**config.mk**
```make
export PLATFORM = sky130hd
export DESIGN_NAME = bigc_top
export DESIGN_NICKNAME = d
export VERILOG_FILES = /design/src/verilog/bigc_pkg.sv /design/src/verilog/bigc_top.sv
export SDC_FILE = /design/constraint.sdc
export NUM_CORES = 2
export LEC_CHECK = 0
export ABC_CLOCK_PERIOD_IN_PS = 13500
export BUFFER_PORTS_ARGS = -buffer_cell sky130_fd_sc_hd__buf_2
export CORE_ASPECT_RATIO = 0.6
export CORE_UTILIZATION = 58
export CTS_BUF_LIST = sky130_fd_sc_hd__clkbuf_4
export DETAILED_ROUTE_END_ITERATION = 10
export GPL_TIMING_DRIVEN = 0
export PLACE_DENSITY = 0.79
export RECOVER_POWER = 50
export SYNTH_ARGS = -nofsm -noshare
export SYNTH_HDL_FRONTEND = slang
export SYNTH_SLANG_ARGS = --single-unit
```
**constraint.sdc**
```tcl
create_clock -name clk -period 13.5 [get_ports clk]
set_input_delay 1.35 -clock clk [delete_from_list [all_inputs] [get_ports clk]]
set_output_delay 1.35 -clock clk [all_outputs]
set_load 0.02 [all_outputs]
```
**src/verilog/bigc_pkg.sv**
```systemverilog
// package of constants, types and register map for the binary input general control
// Behaviour
// - after bus power returns, outgoing telegrams wait the configured send delay
// - during that delay receiving and input sampling continue normally
// - front button pair toggles programming mode only when front option enabled
// - recessed programming button always toggles programming mode
// - manual mode setting: disabled, 1, 10, 30 minute limit, or unlimited
// - configured limit expiry ends manual mode, back to normal operation
// - pressing both front buttons also ends manual mode
// - switching telegrams from the bus are dropped while manual mode active
// - after manual mode ends, next telegram only on next input change
// - enabled heartbeat sends a one-bit trigger every selected cycle time
// - heartbeat settings also drive cyclic sends of state-query channels
// - one long-press time applies equally to all four inputs
// - each LED: off, mirror one input, or driven by bus object
// - in bus-object mode LED follows received value only
// - four identical, independently configured input channels
// - channel function: off, switch, dim, shutter, value, scene, impulse, time counter
// - counter channels keep a readable, resettable switching-cycle count
// - bus programming accepted only in encrypted telegrams
// - factory reset makes factory setup key the active key again
// - programming mode lights programming indicator and mode indicator red
package bigc_pkg;
  // register byte offsets
  localparam logic [7:0] REG_CTRL    = 8'h00;
  localparam logic [7:0] REG_CFG     = 8'h04;
  localparam logic [7:0] REG_CHFUNC  = 8'h08;
  localparam logic [7:0] REG_STATUS  = 8'h0C;
  localparam logic [7:0] REG_CNT0    = 8'h10;
  localparam logic [7:0] REG_CNTCLR  = 8'h20;
  localparam logic [7:0] REG_TXDATA  = 8'h24;
  localparam logic [7:0] REG_KEYSEL  = 8'h28;
  // CTRL fields
  localparam int CTRL_FRONTPROG = 0;
  localparam int CTRL_HBEN      = 1;
  localparam int CTRL_MANUAL_LO = 4;
  localparam int CTRL_LED0_LO   = 8;
  localparam int CTRL_LED1_LO   = 12;
  // CFG fields
  localparam int CFG_DELAY_LO  = 0;
  localparam int CFG_LONG_LO   = 8;
  localparam int CFG_HBCYC_LO  = 16;
  // reset values
  localparam logic [31:0] CTRL_RST = 32'h0000_0000;
  localparam logic [31:0] CFG_RST  = 32'h0000_0000;
  // timing: one second tick at 200 MHz
  localparam int CLK_HZ      = 200000000;
  localparam int SEC_S       = 1;
  localparam int SEC_CYC     = CLK_HZ * SEC_S;
  localparam int MS_CYC      = CLK_HZ / 1000;
  localparam int LONG_STEP_MS = 100;
  localparam int MIN_S       = 60;
  localparam int LIM1_MIN    = 1;
  localparam int LIM10_MIN   = 10;
  localparam int LIM30_MIN   = 30;
  localparam int HB_MAX_MIN  = 1440;
  // manual mode settings
  typedef enum logic [2:0] {MAN_OFF, MAN_1, MAN_10, MAN_30, MAN_FREE} bigc_man_t;
  // led source settings
  typedef enum logic [2:0] {LED_OFF, LED_A1, LED_A2, LED_B1, LED_B2, LED_OBJ} bigc_led_t;
  // channel functions
  typedef enum logic [2:0] {
    FN_OFF, FN_SWITCH, FN_DIM, FN_SHUTTER, FN_VALUE, FN_SCENE, FN_IMPULSE, FN_OPTIME
  } bigc_fn_t;
  // received telegram summary
  typedef struct packed {
    logic       valid;
    logic       isSwitch;
    logic       isProg;
    logic       encrypted;
    logic       ledObj;
    logic [1:0] ledIdx;
    logic       value;
  } bigc_rx_t;
  // outgoing telegram word
  typedef struct packed {
    logic       valid;
    logic [7:0] data;
  } bigc_tx_t;
endpackage

```
**src/verilog/bigc_top.sv**
```systemverilog
// general control block of the four-channel binary input
//
// Local design decisions: the address map and register access over APB.
`timescale 1ns/1ps
module bigc_top import bigc_pkg::*; #(
  parameter int SEC_CYCLES = SEC_CYC,
  parameter int MS_CYCLES  = MS_CYC,
  parameter int QDEPTH     = 8
) (
  // clock and reset
  input  wire logic        clk,
  input  wire logic        rst,
  // apb slave
  input  wire logic        psel,
  input  wire logic        penable,
  input  wire logic        pwrite,
  input  wire logic [7:0]  paddr,
  input  wire logic [31:0] pwdata,
  output logic      [31:0] prdata,
  output logic             pready,
  output logic             pslverr,
  // bus power, front panel, inputs
  input  wire logic        busPowerOk,
  input  wire logic        progButton,
  input  wire logic        frontBtnA,
  input  wire logic        frontBtnB,
  input  wire logic        factoryReset,
  input  wire logic [3:0]  inputs,
  // received telegram summary
  input  wire bigc_rx_t    rxTel,
  // outgoing telegram
  input  wire logic        txReady,
  output bigc_tx_t         txTel,
  // indicators and status
  output logic             progMode,
  output logic             progLedRed,
  output logic             modeLedRed,
  output logic             manualMode,
  output logic [1:0]       chanLed,
  output logic [3:0]       longPress,
  output logic             progAccept,
  output logic             keyIsFactory,
  output logic             switchRxOk
);
  localparam int QW = $clog2(QDEPTH);
  logic [31:0] ctrlReg;
  logic [31:0] cfgReg;
  logic [31:0] chFuncReg;
  logic [15:0] cntReg [4];
  logic [3:0]  inPrev;
  logic        bothPrev;
  logic        progPrev;
  logic        bothPress;
  logic        progPress;
  logic [27:0] secDiv;
  logic        secTick;
  logic [7:0]  delayCnt;
  logic        delayRun;
  logic        powerPrev;
  logic [11:0] manSec;
  logic [16:0] hbSec;
  logic [1:0]  objLed;
  logic [7:0]  qMem [QDEPTH];
  logic [QW:0] qWr;
  logic [QW:0] qRd;
  logic        apbWr;
  logic        apbRd;
  logic [3:0]  inChange;
  logic [3:0]  inSend;
  logic        manEnd;
  logic [32:0] pressCnt [4];
  logic        hbFire;
  bigc_man_t   manSet;

  // apb decode
  assign apbWr     = psel & penable & pwrite;
  assign apbRd     = psel & penable & ~pwrite;
  assign bothPress = frontBtnA & frontBtnB & ~bothPrev;
  assign progPress = progButton & ~progPrev;
  assign inChange  = inputs ^ inPrev;
  assign manSet    = bigc_man_t'(ctrlReg[CTRL_MANUAL_LO +: 3]);

  // limit in seconds for a manual mode setting
  function automatic logic [11:0] manLimit(input bigc_man_t m);
    case (m)
      MAN_1:   manLimit = 12'(LIM1_MIN * MIN_S);
      MAN_10:  manLimit = 12'(LIM10_MIN * MIN_S);
      MAN_30:  manLimit = 12'(LIM30_MIN * MIN_S);
      default: manLimit = 12'h000;
    endcase
  endfunction

  // led level for a source setting
  function automatic logic ledLevel(input logic [2:0] s, input logic [3:0] in, input logic obj);
    case (bigc_led_t'(s))
      LED_A1:  ledLevel = in[0];
      LED_A2:  ledLevel = in[1];
      LED_B1:  ledLevel = in[2];
      LED_B2:  ledLevel = in[3];
      LED_OBJ: ledLevel = obj;
      default: ledLevel = 1'b0;
    endcase
  endfunction

  // one-second enable
  always_ff @(posedge clk or posedge rst) begin
    if (rst) begin
      secDiv  <= 28'h0000000;
      secTick <= 1'b0;
    end else if (secDiv == 28'(SEC_CYCLES - 1)) begin
      secDiv  <= 28'h0000000;
      secTick <= 1'b1;
    end else begin
      secDiv  <= secDiv + 28'h0000001;
      secTick <= 1'b0;
    end
  end

  // edge history
  always_ff @(posedge clk or posedge rst) begin
    if (rst) begin
      inPrev    <= 4'h0;
      bothPrev  <= 1'b0;
      progPrev  <= 1'b0;
      powerPrev <= 1'b0;
    end else begin
      inPrev    <= inputs;
      bothPrev  <= frontBtnA & frontBtnB;
      progPrev  <= progButton;
      powerPrev <= busPowerOk;
    end
  end

  // register writes
  always_ff @(posedge clk or posedge rst) begin
    if (rst) begin
      ctrlReg   <= CTRL_RST;
      cfgReg    <= CFG_RST;
      chFuncReg <= 32'h0000_0000;
    end else if (apbWr) begin
      case (paddr)
        REG_CTRL:   ctrlReg   <= pwdata;
        REG_CFG:    cfgReg    <= pwdata;
        REG_CHFUNC: chFuncReg <= {20'h00000, pwdata[11:0]}; // 3 bits per channel
        default:    ;
      endcase
    end
  end

  // apb read and answer, zero wait state
  always_ff @(posedge clk or posedge rst) begin
    if (rst) begin
      prdata  <= 32'h0000_0000;
      pready  <= 1'b0;
      pslverr <= 1'b0;
    end else begin
      pready  <= psel & ~penable;
      pslverr <= 1'b0;
      if (psel & ~penable & ~pwrite) begin
        case (paddr)
          REG_CTRL:   prdata <= ctrlReg;
          REG_CFG:    prdata <= cfgReg;
          REG_CHFUNC: prdata <= chFuncReg;
          REG_STATUS: prdata <= {24'h000000, delayRun, keyIsFactory, inputs, manualMode, progMode};
          8'h10, 8'h14, 8'h18, 8'h1C: prdata <= {16'h0000, cntReg[paddr[3:2]]};
          default:    prdata <= 32'h0000_0000;
        endcase
      end
      if (psel & ~penable) begin
        pslverr <= !(paddr inside {REG_CTRL, REG_CFG, REG_CHFUNC, REG_STATUS, 8'h10, 8'h14, 8'h18, 8'h1C,
                                   REG_CNTCLR, REG_TXDATA, REG_KEYSEL});
      end
    end
  end

  // programming mode toggle
  always_ff @(posedge clk or posedge rst) begin
    if (rst) begin
      progMode <= 1'b0;
    end else if (progPress) begin
      progMode <= ~progMode;
    end else if (bothPress & ctrlReg[CTRL_FRONTPROG] & ~manualMode) begin
      progMode <= ~progMode;
    end
  end

  // programming indicators
  always_ff @(posedge clk or posedge rst) begin
    if (rst) begin
      progLedRed <= 1'b0;
      modeLedRed <= 1'b0;
    end else begin
      progLedRed <= progMode;
      modeLedRed <= progMode;
    end
  end

  // manual mode entry, limit and exit
  assign manEnd = manualMode & (bothPress | ((manSet != MAN_FREE) && (manSec == 12'h000)));
  always_ff @(posedge clk or posedge rst) begin
    if (rst) begin
      manualMode <= 1'b0;
      manSec     <= 12'h000;
    end else if (~manualMode) begin
      if ((frontBtnA ^ frontBtnB) & (longPress != 4'h0) & (manSet != MAN_OFF)) begin
        manualMode <= 1'b1;
        manSec     <= manLimit(manSet);
      end
    end else if (manEnd) begin
      manualMode <= 1'b0;
    end else if (secTick & (manSec != 12'h000)) begin
      manSec <= manSec - 12'h001;
    end
  end

  // long press, one shared time for every input; 33 bits hold the longest setting at full clock
  always_ff @(posedge clk or posedge rst) begin
    if (rst) begin
      for (int i = 0; i < 4; i++) begin
        pressCnt[i] <= 33'h000000000;
      end
      longPress <= 4'h0;
    end else begin
      for (int i = 0; i < 4; i++) begin
        if (!inputs[i]) begin
          pressCnt[i] <= 33'h000000000;
          longPress[i] <= 1'b0;
        end else if (pressCnt[i] >= 33'(cfgReg[CFG_LONG_LO +: 8]) * 33'(MS_CYCLES * LONG_STEP_MS)) begin
          longPress[i] <= 1'b1;
        end else begin
          pressCnt[i] <= pressCnt[i] + 33'h000000001;
        end
      end
    end
  end

  // send delay after bus power return
  always_ff @(posedge clk or posedge rst) begin
    if (rst) begin
      delayRun <= 1'b0;
      delayCnt <= 8'h00;
    end else if (busPowerOk & ~powerPrev) begin
      delayRun <= cfgReg[CFG_DELAY_LO +: 8] != 8'h00;
      delayCnt <= cfgReg[CFG_DELAY_LO +: 8];
    end else if (delayRun & secTick) begin
      delayCnt <= delayCnt - 8'h01;
      delayRun <= delayCnt != 8'h01;
    end
  end

  // heartbeat and state-query cycle
  // seconds down-counter wide enough for a full day
  assign hbFire = ctrlReg[CTRL_HBEN] & secTick & (hbSec == 17'h00000);
  always_ff @(posedge clk or posedge rst) begin
    if (rst) begin
      hbSec <= 17'h00000;
    end else if (secTick) begin
      if (hbSec == 17'h00000) begin
        hbSec <= 17'(cfgReg[CFG_HBCYC_LO +: 11] * MIN_S - 1);
      end else begin
        hbSec <= hbSec - 17'h00001;
      end
    end
  end

  // which channels send: input change outside manual mode, heartbeat re-send for switching
  always_comb begin
    for (int i = 0; i < 4; i++) begin
      inSend[i] = ~manualMode & inChange[i] & (chFuncReg[3*i +: 3] != 3'(FN_OFF));
      if (hbFire & (chFuncReg[3*i +: 3] == 3'(FN_SWITCH))) begin
        inSend[i] = 1'b1;
      end
    end
  end

  // switching-cycle counters
  always_ff @(posedge clk or posedge rst) begin
    if (rst) begin
      for (int i = 0; i < 4; i++) begin
        cntReg[i] <= 16'h0000;
      end
    end else begin
      for (int i = 0; i < 4; i++) begin
        if (apbWr & (paddr == REG_CNTCLR) & pwdata[i]) begin
          cntReg[i] <= 16'h0000;
        end else if (inputs[i] & ~inPrev[i] &
                     ((chFuncReg[3*i +: 3] == 3'(FN_IMPULSE)) | (chFuncReg[3*i +: 3] == 3'(FN_OPTIME)))) begin
          cntReg[i] <= cntReg[i] + 16'h0001;
        end
      end
    end
  end

  // outgoing queue, drained only when the send delay is over
  always_ff @(posedge clk or posedge rst) begin
    if (rst) begin
      qWr   <= '0;
      qRd   <= '0;
      txTel <= '0;
      for (int i = 0; i < QDEPTH; i++) begin
        qMem[i] <= 8'h00;
      end
    end else begin
      if ((inSend != 4'h0 | hbFire | (apbWr & (paddr == REG_TXDATA))) &&
          (qWr - qRd) != (QW + 1)'(QDEPTH)) begin
        qMem[qWr[QW-1:0]] <= (apbWr & (paddr == REG_TXDATA)) ? pwdata[7:0] :
                             {hbFire, 3'h0, inSend & inputs};
        qWr <= qWr + 1'b1;
      end
      if (txTel.valid & txReady) begin
        txTel.valid <= 1'b0;
      end else if (~txTel.valid & ~delayRun & (qWr != qRd)) begin
        txTel.valid <= 1'b1;
        txTel.data  <= qMem[qRd[QW-1:0]];
        qRd         <= qRd + 1'b1;
      end
    end
  end

  // received telegrams: switching filter, led object, secure programming, key
  always_ff @(posedge clk or posedge rst) begin
    if (rst) begin
      objLed       <= 2'b00;
      switchRxOk   <= 1'b0;
      progAccept   <= 1'b0;
      keyIsFactory <= 1'b1;
    end else begin
      switchRxOk <= rxTel.valid & rxTel.isSwitch & ~manualMode;
      progAccept <= rxTel.valid & rxTel.isProg & rxTel.encrypted;
      if (rxTel.valid & rxTel.ledObj) begin
        objLed[rxTel.ledIdx[0]] <= rxTel.value;
      end
      if (factoryReset) begin
        keyIsFactory <= 1'b1;
      end else if (apbWr & (paddr == REG_KEYSEL)) begin
        keyIsFactory <= pwdata[0]; // tool installs device key
      end
    end
  end

  // channel leds
  always_ff @(posedge clk or posedge rst) begin
    if (rst) begin
      chanLed <= 2'b00;
    end else begin
      chanLed[0] <= ledLevel(ctrlReg[CTRL_LED0_LO +: 3], inputs, objLed[0]);
      chanLed[1] <= ledLevel(ctrlReg[CTRL_LED1_LO +: 3], inputs, objLed[1]);
    end
  end

  // programming indicator follows mode
  property p_progLed;
    @(posedge clk) disable iff (rst) progMode |=> progLedRed && modeLedRed;
  endproperty
  a_progLed: assert property (p_progLed) else $error("prog leds not red");

  property p_recessed;
    @(posedge clk) disable iff (rst) progPress |=> progMode != $past(progMode);
  endproperty
  a_recessed: assert property (p_recessed) else $error("recessed button no toggle");

  property p_frontOff;
    @(posedge clk) disable iff (rst) bothPress && !progPress && !ctrlReg[CTRL_FRONTPROG] |=> $stable(progMode);
  endproperty
  a_frontOff: assert property (p_frontOff) else $error("front toggle while disabled");

  property p_noTxDelay;
    @(posedge clk) disable iff (rst) delayRun && !txTel.valid |=> !txTel.valid;
  endproperty
  a_noTxDelay: assert property (p_noTxDelay) else $error("telegram sent in delay");

  property p_manDrop;
    @(posedge clk) disable iff (rst) manualMode |=> !switchRxOk;
  endproperty
  a_manDrop: assert property (p_manDrop) else $error("switch telegram in manual");

  property p_manExit;
    @(posedge clk) disable iff (rst) manualMode && bothPress |=> !manualMode;
  endproperty
  a_manExit: assert property (p_manExit) else $error("manual mode not ended");

  property p_unenc;
    @(posedge clk) disable iff (rst) rxTel.valid && !rxTel.encrypted |=> !progAccept;
  endproperty
  a_unenc: assert property (p_unenc) else $error("plain programming accepted");

  property p_key;
    @(posedge clk) disable iff (rst) factoryReset |=> keyIsFactory;
  endproperty
  a_key: assert property (p_key) else $error("factory key not restored");
endmodule
```
### Word-level counts from Yosys, hierarchy flattened

Index checks and enable logic that the tools add are counted.

* register bits: 475
* input port bits: 63
* output and inout bits: 56
* word-level logic and storage cells: 304

* $add $sub $neg: 16
* multiply operators: 2
* $lt $le $gt $ge: 10
* equal/unequal tests: 50
* multiplexer cells: 66
* bitwise logic cells: 79
* reduce and logical (&&, ||, !) cells: 33

Operators with widths (count)
* two-way mux 33 bit: 8
* two-way mux 16 bit: 10
* case mux 32 bit (5 select lines): 1
* adder 33 x 1 -> 33 bit, second input constant: 4
* >= comparator 33 bit: 4
* adder 16 x 1 -> 16 bit, second input constant: 4
* bitwise mux 64 bit: 1
* AND 1 bit: 52
* two-way mux 12 bit: 4
* two-way mux 8 bit: 6
* == test 3 bit, second input constant: 12
* subtractor 17 x 1 -> 17 bit, second input constant: 2
* case mux 11 bit (3 select lines): 1
* binary-select mux 16 bit (select 2 bit): 1
* == test 8 x 5 -> 1 bit, second input constant: 4
* adder 28 x 1 -> 28 bit, second input constant: 1
* == test 28 bit, second input constant: 1
* two-way mux 28 bit: 1
* multiplier 8 x 17 -> 25 bit, second input constant: 1
* two-way mux 1 bit: 25
* binary-select mux 8 bit (select 3 bit): 1
* demux 8 bit (select 3 bit): 1
* == test 8 x 6 -> 1 bit, second input constant: 3
* == test 3 x 1 -> 1 bit, second input constant: 7
* 45 further kinds: 101

### Logic depth before layout (Yosys ltp)

Gate-level depths: netlist (run 1).

* depth in word-level cells: 8
* gate-level depth with buffers: 29
* depth with buffers taken out: 27

### Worst setup path before layout (run 1)

No wires, ideal clock.

* path kind: reg-to-reg
* start: register cfgReg[14]
* end: register pressCnt[10] (netlist bit)
* library setup time: 132 ps
* data arrival time: 6459 ps
* required time: 13368 ps
* setup slack: 6910 ps
* stages on the path, launching flop included: 29
* path buffers: 2
* period minus slack after synthesis: 6590 ps
* path through: dfrtp_1 -> inv_1 -> ha_1 -> inv_1 -> fa_1 -> fa_1 -> fa_1 -> ha_1 -> a211oi_1 -> o221ai_1 -> a31oi_1 -> a21oi_1 -> nor2_1 -> o21bai_1 -> a21oi_1 -> xor2_1 -> ha_1 -> inv_1 -> or4_1 -> a211o_1 -> nand4_1 -> maj3_1 -> a221o_1 -> o211ai_2 -> nand4_1 -> clkbuf_1 -> clkbuf_1 -> xor2_1 -> nor2_1

* longest elaborated chain between the ends: 3

RTL lines
* start: declaration: RTL line bigc_top.sv:47 `logic [31:0] cfgReg;`
* start signal: assignment: RTL line bigc_top.sv:143 `REG_CFG: cfgReg <= pwdata;`
* multiplier 8 x 17 -> 25 bit: RTL line bigc_top.sv:228 `end else if (pressCnt[i] >= 33'(cfgReg[CFG_LONG_LO +: 8]) * 33'(MS_CYCLES * LONG_STEP_MS)) begin`
* >= comparator 33 bit: RTL line bigc_top.sv:228
* != test 2 bit (no line)
* end signal: indexed assignment: RTL line bigc_top.sv:231 `pressCnt[i] <= pressCnt[i] + 33'h000000001;`
* end: declaration: RTL line bigc_top.sv:71 `logic [32:0] pressCnt [4];`

Every way passes these cells.
A chain may end at the register's enable or synchronous reset.

### Worst setup path in the final report (run 1)

* start: register cfgReg[14]
* end: register pressCnt[67] (netlist bit)

The elaborated chain is that of the path after synthesis.

==> results.ini, run 1 <==
[clock_tree]
cts_root_buf = clkbuf_4
worstSkewPairLatency_ns = 0.90
ctsResizeCount = 0
clkSinkCount = 475
tritoncts = yes
cts_max_level = 3
hold_buffers = 0
cts_max_path_buffers = 3
postCtsSetupRepairBufs = 0
numCtsBuffers = 112
clk_pin_slew_ns = 0.07

[timing]
fin_skew_ns = 0.05626
worstMarginPinSlew_ns = 2.350
slew_viol_final = 500
relSlewSlack_pct = -56.70
finalCriticalPeriod_ns = 9.755
fmax_mhz = 102.5
rsz0062_at_grt = no
setup_viol = 0
worst_slack_ns = 3.745
finalHoldViolCount = 0
finalCritPeriodShare_pct = 72.26
timing.hold.ws_ns = 0.4721
setup_tns_ns = 0

[floorplan]
die_area_mm2 = 0.05013
die-width_um = 288.4
io_pins = 119
core_mm2 = 0.04817
rows = 62
die_h_um = 173.8
start_util_pct = 59.25

[yosys]
synth_area_per_cell_um2 = 10.04
synth-edff-count = 0
synth_area_mm2 = 0.02854
yosysUniqueCellTypes = 82
async_reset_ff_share_pct = 100.0
syn-num-nets = 3144
synth_ff_type = dfrtp_1
ys_ff_latch = 475
netlist_instances = 2843
yosys_warnings = 0
yosysSeqAreaShare_pct = 41.65

[worst_setup_path]
max_stage_delay_ns = 0.89
worstPathMaxFanout = 11
crit_type = reg2reg
r2r_slack_ns = 3.75
start_kind = flip-flop
cp_data_arrival_time_ns = 10.50
end_kind = flip-flop
critPathSlowestCell = xor2_1
cp_data_required_time_ns = 14.25

[placed_design]
io_buffer_count = 116
gp_congestion = 0.9566
dpl_worst_slack_ns = 4.436
dp_hpwl_um = 61170

[detailed_routing]
drtAntennaViolNets = 0
first_iter_violations = 2771
totalWireLength_um = 82620
remaining_drc_errors = 11
post_drt_wl_per_cell_um = 21.65
vias = 24420
drt_first_pass_iters = 10
avgViaCountPerCell = 6.399

[pwr]
cellPowerDensity_mw_per_mm2 = 106.8
ir_drop_uv = 78.43
total_power_mw = 3.357
p_leak_nw = 14.80

[global_route]
grt_pass1_wl_um = 130900
grt_pass1_vias = 23670
grt_max_degree = 46
grtUsageTotal_pct = 33.35
antenna_found_initial = 4
gr-total-overflow = 0

[final_layout]
mostFrequentLayoutCell = dfrtp_1
layout-drive-gt1-share_pct = 15.80
nNetsFinal = 3386
post-route-util_pct = 65.24
final_cell_mix = dfrtp_1 (474), nand2_1 (227), nor2_1 (218), ha_1 (201), a21oi_1 (170)
syn_to_final_growth_pct = 10.11

[job]
max_cap_violations = 13

[hold_path]
hp-class = reg2reg

[run_status]
violations = DRC, capacitance limit, slew limit
status = finished, violations left

[metrics by stage]
stage | instance area, um2 | std cells
CTS | 31610 | 3810
floorplan | 28550 | 2843
global route | 31420 | 3814
detailed placement | 30180 | 3611
global placement | 29930 | 3599
finish | 31430 | 3816
[cells in the mapped netlist, types with 7 or more instances]
cell	count	area share, %
dfrtp_1	474	42
nand2_1	227	3.0
nor2_1	218	2.9
ha_1	201	8.8
a21oi_1	170	3.0
o21ai_0	155	2.7
mux2_2	149	5.9
inv_1	117	1.5
xor2_1	98	3.0
clkbuf_1	97	1.3
nand3_1	92	1.6
nand4_1	77	1.7
or3_1	67	1.5
xnor2_1	64	2.0
and3_1	47	1.0
nor3_1	38	0.67
fa_1	37	2.6
mux2i_1	37	1.3
a22oi_1	34	0.89
nor4_1	34	0.75
or4_1	34	0.89
mux4_2	32	2.5
o31ai_1	32	0.84
nand2b_1	29	0.64
and2_1	24	0.53
o21a_1	23	0.60
a31oi_1	20	0.44
o31a_1	16	0.49
a21o_1	15	0.39
a211oi_1	11	0.29
and4_1	11	0.34
buf_1	11	0.14
o211ai_1	11	0.29
o21ai_1	11	0.19
o21bai_1	10	0.26
nor3b_1	9	0.24
buf_2	8	0.14
nor2b_1	8	0.18
o22ai_1	7	0.15
[final timing paths]
path	depth (start not counted)	from	to
setup reg to reg	29	cfgReg[14]	pressCnt[67]
hold / removal	1	secDiv[0]	secDiv[0]
min in group asynchronous	2	rst	pressCnt[64]
max in group asynchronous	6	rst	cfgReg[19]
setup / recovery	29	cfgReg[14]	pressCnt[67]
hold reg to reg	1	secDiv[0]	secDiv[0]
[routing by layer]
layer	part of all wire, %	vias to the layer above	GRT usage (%)
met3	11	188	8.224
met2	42	1255	47.36
met4	2.7	0	10.96
met5	0	-	0
li1	-	10880	-
met1	44	12100	49.69
[flip-flops by register name (all words and copies together) (netlist names), 17 cells and up]
name / flops
pressCnt: 132
hbSec: 17
cfgReg: 32
ctrlReg: 32
qMem: 64
prdata: 32
cntReg: 64
secDiv: 28
[worst max-delay path: cells and delay by family (launching register included)]
kind | cells | cell delay (ns)
AOI/OAI and AO/OA | 11 | 2.87
adders and majority gates | 6 | 2.50
and+or+nand+nor | 6 | 1.65
xor gates and xnor gates | 1 | 0.89
buffers and inverters | 4 | 0.74
DFF | 1 | 0.69
muxes | 1 | 0.23
[cells by family after synthesis]
logic type,after synthesis,synth area share [%]
buffers and inverters,237,3.165
xor gates and xnor gates,163,5.028
muxes,218,9.701
and+or+nand+nor,940,16.59
DFF,475,41.65
adders and majority gates,242,11.55
AOI/OAI and AO/OA,568,12.32
[layout make-up]
| type | count | area [um2] |
|---|---|---|
| antenna | 6 | 15.01 |
| buffer | 117 | 452.9 |
| clock buffer | 165 | 1239 |
| clock inverter | 34 | 188.9 |
| fill | 3806 | 16740 |
| inverter | 120 | 451.7 |
| multi-input combinational | 2131 | 15770 |
| sequential | 475 | 11890 |
| tap | 640 | 800.8 |
| timing repair buffer | 128 | 619.3 |
[where the power goes]
part	switching, mW	internal, mW	leakage, nW
Sequential	0.0579	1.48	6.50
Clock	0.619	0.581	0.849
Combinational	0.411	0.212	7.44
Total	1.09	2.27	14.8
Power figures use the tool's default switching activity.
==> run 2, diff against run 1 <==
--- a/config.mk
+++ b/config.mk
@@ -5,14 +5,14 @@
 export SDC_FILE = /design/constraint.sdc
 export NUM_CORES = 2
 export LEC_CHECK = 0
-export ABC_CLOCK_PERIOD_IN_PS = 13500
+export ABC_CLOCK_PERIOD_IN_PS = 10100
 export BUFFER_PORTS_ARGS = -buffer_cell sky130_fd_sc_hd__buf_2
 export CORE_ASPECT_RATIO = 0.6
-export CORE_UTILIZATION = 58
+export CORE_UTILIZATION = 60
 export CTS_BUF_LIST = sky130_fd_sc_hd__clkbuf_4
 export DETAILED_ROUTE_END_ITERATION = 10
 export GPL_TIMING_DRIVEN = 0
-export PLACE_DENSITY = 0.79
+export PLACE_DENSITY = 0.78
 export RECOVER_POWER = 50
 export SYNTH_ARGS = -nofsm -noshare
 export SYNTH_HDL_FRONTEND = slang
==> constraint.sdc (replaced) <==
create_clock -name clk -period 10.1 [get_ports clk]
set_input_delay 1.01 -clock clk [delete_from_list [all_inputs] [get_ports clk]]
set_output_delay 1.01 -clock clk [all_outputs]
set_load 0.02 [all_outputs]
==> run 2 against run 1 <==
The run ends with capacitance limit, slew limit left; critical endpoint is now pressCnt[130]; utilization is 2.2 points higher; clock power is 33% higher; combinational power is 33% higher; worst setup slack worse by 2.7 ns; power is 34% higher; critical path type unchanged; die area is 3.3% lower; first-iteration DRC count is 2.1% lower; non-clock buffer count is 1 higher; sequential share of layout area hardly changed; wire length is 2.1% lower; clock-buffer cell count is 3 lower.
==> results.ini, run 2 (synthesized netlist as in run 1, its figures left out) <==
[final_layout]
final_cell_mix = dfrtp_1 (474), nand2_1 (227), nor2_1 (218), ha_1 (201), a21oi_1 (170)
mostFrequentLayoutCell = dfrtp_1
top_register = pressCnt
largest_reg_flops = 132  ; unchanged
num-fill-cells = 3548  ; -6.8%
largest_registers = pressCnt x132, cntReg x64, qMem x64
nNetsFinal = 3387  ; +0.030%
layout-drive-gt1-share_pct = 15.69  ; -0.12 points
syn_to_final_growth_pct = 10.16  ; about the same

[detailed_routing]
first_iter_violations = 2712  ; -2.1%
post_drt_wl_per_cell_um = 21.24  ; -1.9%
drtAntennaViolNets = 0  ; unchanged
remaining_drc_errors = 0  ; -11
drt_first_pass_iters = 6  ; -4
vias = 24350  ; -0.30%
totalWireLength_um = 80860  ; -2.1%
avgViaCountPerCell = 6.394  ; about the same

[worst_setup_path]
end_kind = flip-flop
cp_data_required_time_ns = 10.85  ; -3.40 ns
rr_worst_depth = 26  ; -10%
worstPathMaxFanout = 11  ; unchanged
start_kind = flip-flop
crit_type = reg2reg
cp_data_arrival_time_ns = 9.82  ; -0.68 ns
r2r-start = cfgReg[14]
critPathLaunch = cfgReg[14]

[placed_design]
dpl_worst_slack_ns = 1.439  ; -2.997 ns
io_buffer_count = 116  ; unchanged
dp_hpwl_um = 60290  ; -1.4%
gp_congestion = 1.007  ; +5.3%

[clock_tree]
cts_root_buf = clkbuf_4
postCtsSetupRepairBufs = 0  ; unchanged
worstSkewPairLatency_ns = 0.89  ; about the same
ctsResizeCount = 0  ; unchanged
hold_buffers = 0  ; unchanged
clk_pin_slew_ns = 0.08  ; about the same
numCtsBuffers = 112  ; unchanged
tritoncts = yes
cts_max_level = 3  ; unchanged
cts_max_path_buffers = 3  ; unchanged
clkSinkCount = 475  ; unchanged

[timing]
worst_slack_ns = 1.031  ; -2.715 ns
slew_viol_final = 390  ; -22%
finalCriticalPeriod_ns = 9.069  ; -0.6854 ns
finalHoldViolCount = 0  ; unchanged
rsz0062_at_grt = no
relSlewSlack_pct = -53.18  ; +3.5 points
setup_viol = 0  ; unchanged
finalCritPeriodShare_pct = 89.79  ; +18 points
fin_skew_ns = 0.05066  ; -0.005604 ns
setup_tns_ns = 0  ; unchanged
fmax_mhz = 110.3  ; +7.6%
worstMarginPinSlew_ns = 2.298  ; -0.05275 ns

[global_route]
grt_pass1_vias = 23520  ; -0.62%
grt_max_degree = 46  ; unchanged
gr-total-overflow = 0  ; unchanged
grt_pass1_wl_um = 127900  ; -2.3%
antenna_found_initial = 3  ; -1
grtUsageTotal_pct = 33.45  ; +0.11 points

[floorplan]
io_pins = 119  ; unchanged
core_mm2 = 0.04663  ; -3.2%
die_area_mm2 = 0.04848  ; -3.3%
start_util_pct = 61.21  ; +2.0 points
die-width_um = 283.6  ; -1.7%
rows = 61  ; -1.6%
die_h_um = 171.0  ; -1.7%

[job]
max_cap_violations = 10  ; -3

[pwr]
cellPowerDensity_mw_per_mm2 = 142.6  ; +33%
p_leak_nw = 14.80  ; about the same
ir_drop_uv = 95.67  ; +22%

[hold_path]
hp-class = in2reg
hold_depth = 1  ; unchanged
hp-start = busPowerOk

[run_status]
status = finished, violations left
violations = capacitance limit, slew limit

[run 2: area by class of cell]
class | instances | area (um2) | area share (%)
Antenna cell | 3 | 7.507 | 0.02388
Buffer | 117 | 452.9 | 1.441
Clock buffer | 162 | 1216 | 3.868
Clock inverter | 41 | 224.0 | 0.7123
Inverter | 120 | 451.7 | 1.437
Multi-Input combinational cell | 2131 | 15770 | 50.17
Sequential cell | 475 | 11890 | 37.81
Tap cell | 630 | 788.3 | 2.507
Timing Repair Buffer | 129 | 640.6 | 2.037
[run 2: power breakdown]
part / switching [mW] / total [mW] / internal (mW)
clock network: 0.835 / 1.60 / 0.769
logic: 0.545 / 0.829 / 0.284
registers: 0.0767 / 2.05 / 1.97
total: 1.46 / 4.48 / 3.03
[run 2: routing by layer]
| layer | share of wire [%] | vias to the layer above | GRT usage [%] | wire length (um) |
|---|---|---|---|---|
| li1 | - | 10900 | - | - |
| met1 | 44 | 12050 | 48.60 | 35650 |
| met2 | 42 | 1180 | 47.99 | 34120 |
| met3 | 11 | 219 | 9.613 | 8675 |
| met4 | 2.8 | 4 | 10.51 | 2276 |
| met5 | 0.17 | - | 1.800 | 139 |
[run 2: per-stage QoR]
step | std cells | total power [mW] | cell area (um2) | hold WS, ns | utilization (%)
after floorplan | 2843 | 2.630 | 28550 | 0.4329 | -
after global placement | 3589 | 2.861 | 29920 | 0.4410 | 64.15
after detailed placement | 3602 | 2.907 | 30160 | 0.4456 | 64.68
after CTS | 3805 | 4.505 | 31600 | 0.1551 | 67.77
after global routing | 3807 | 4.686 | 31440 | 0.2088 | 67.42
final | 3808 | 4.483 | 31440 | 0.2550 | 67.43
[run 2: worst max-delay path, stage by stage (launching register included)]
cell       delay (ns)
dfrtp_1          0.68
inv_1            0.09
ha_1             0.34
inv_1            0.08
fa_1             0.50
fa_1             0.52
fa_1             0.45
ha_1             0.37
a211oi_1         0.30
o221ai_1         0.17
a31oi_1          0.49
a21oi_1          0.23
o21ai_1          0.27
xor2_1           0.93
ha_1             0.31
nand3_1          0.15
or4_1            0.60
a21oi_1          0.26
o21bai_1         0.09
a2bb2oi_1        0.14
maj3_1           0.20
o22ai_1          0.08
o21ai_1          0.54
clkbuf_1         0.50
buf_2            0.35
o311ai_0         0.18
o41ai_1          0.12
[run 2: final timing paths]
path / endpoint / slack (ns)
max: pressCnt[130] / 1.03
max in group asynchronous: cntReg[46] / 2.22
min reg2reg: secDiv[0] / 0.47
min: powerPrev / 0.25
max reg2reg: pressCnt[130] / 1.03
min in group asynchronous: pressCnt[39] / 0.33
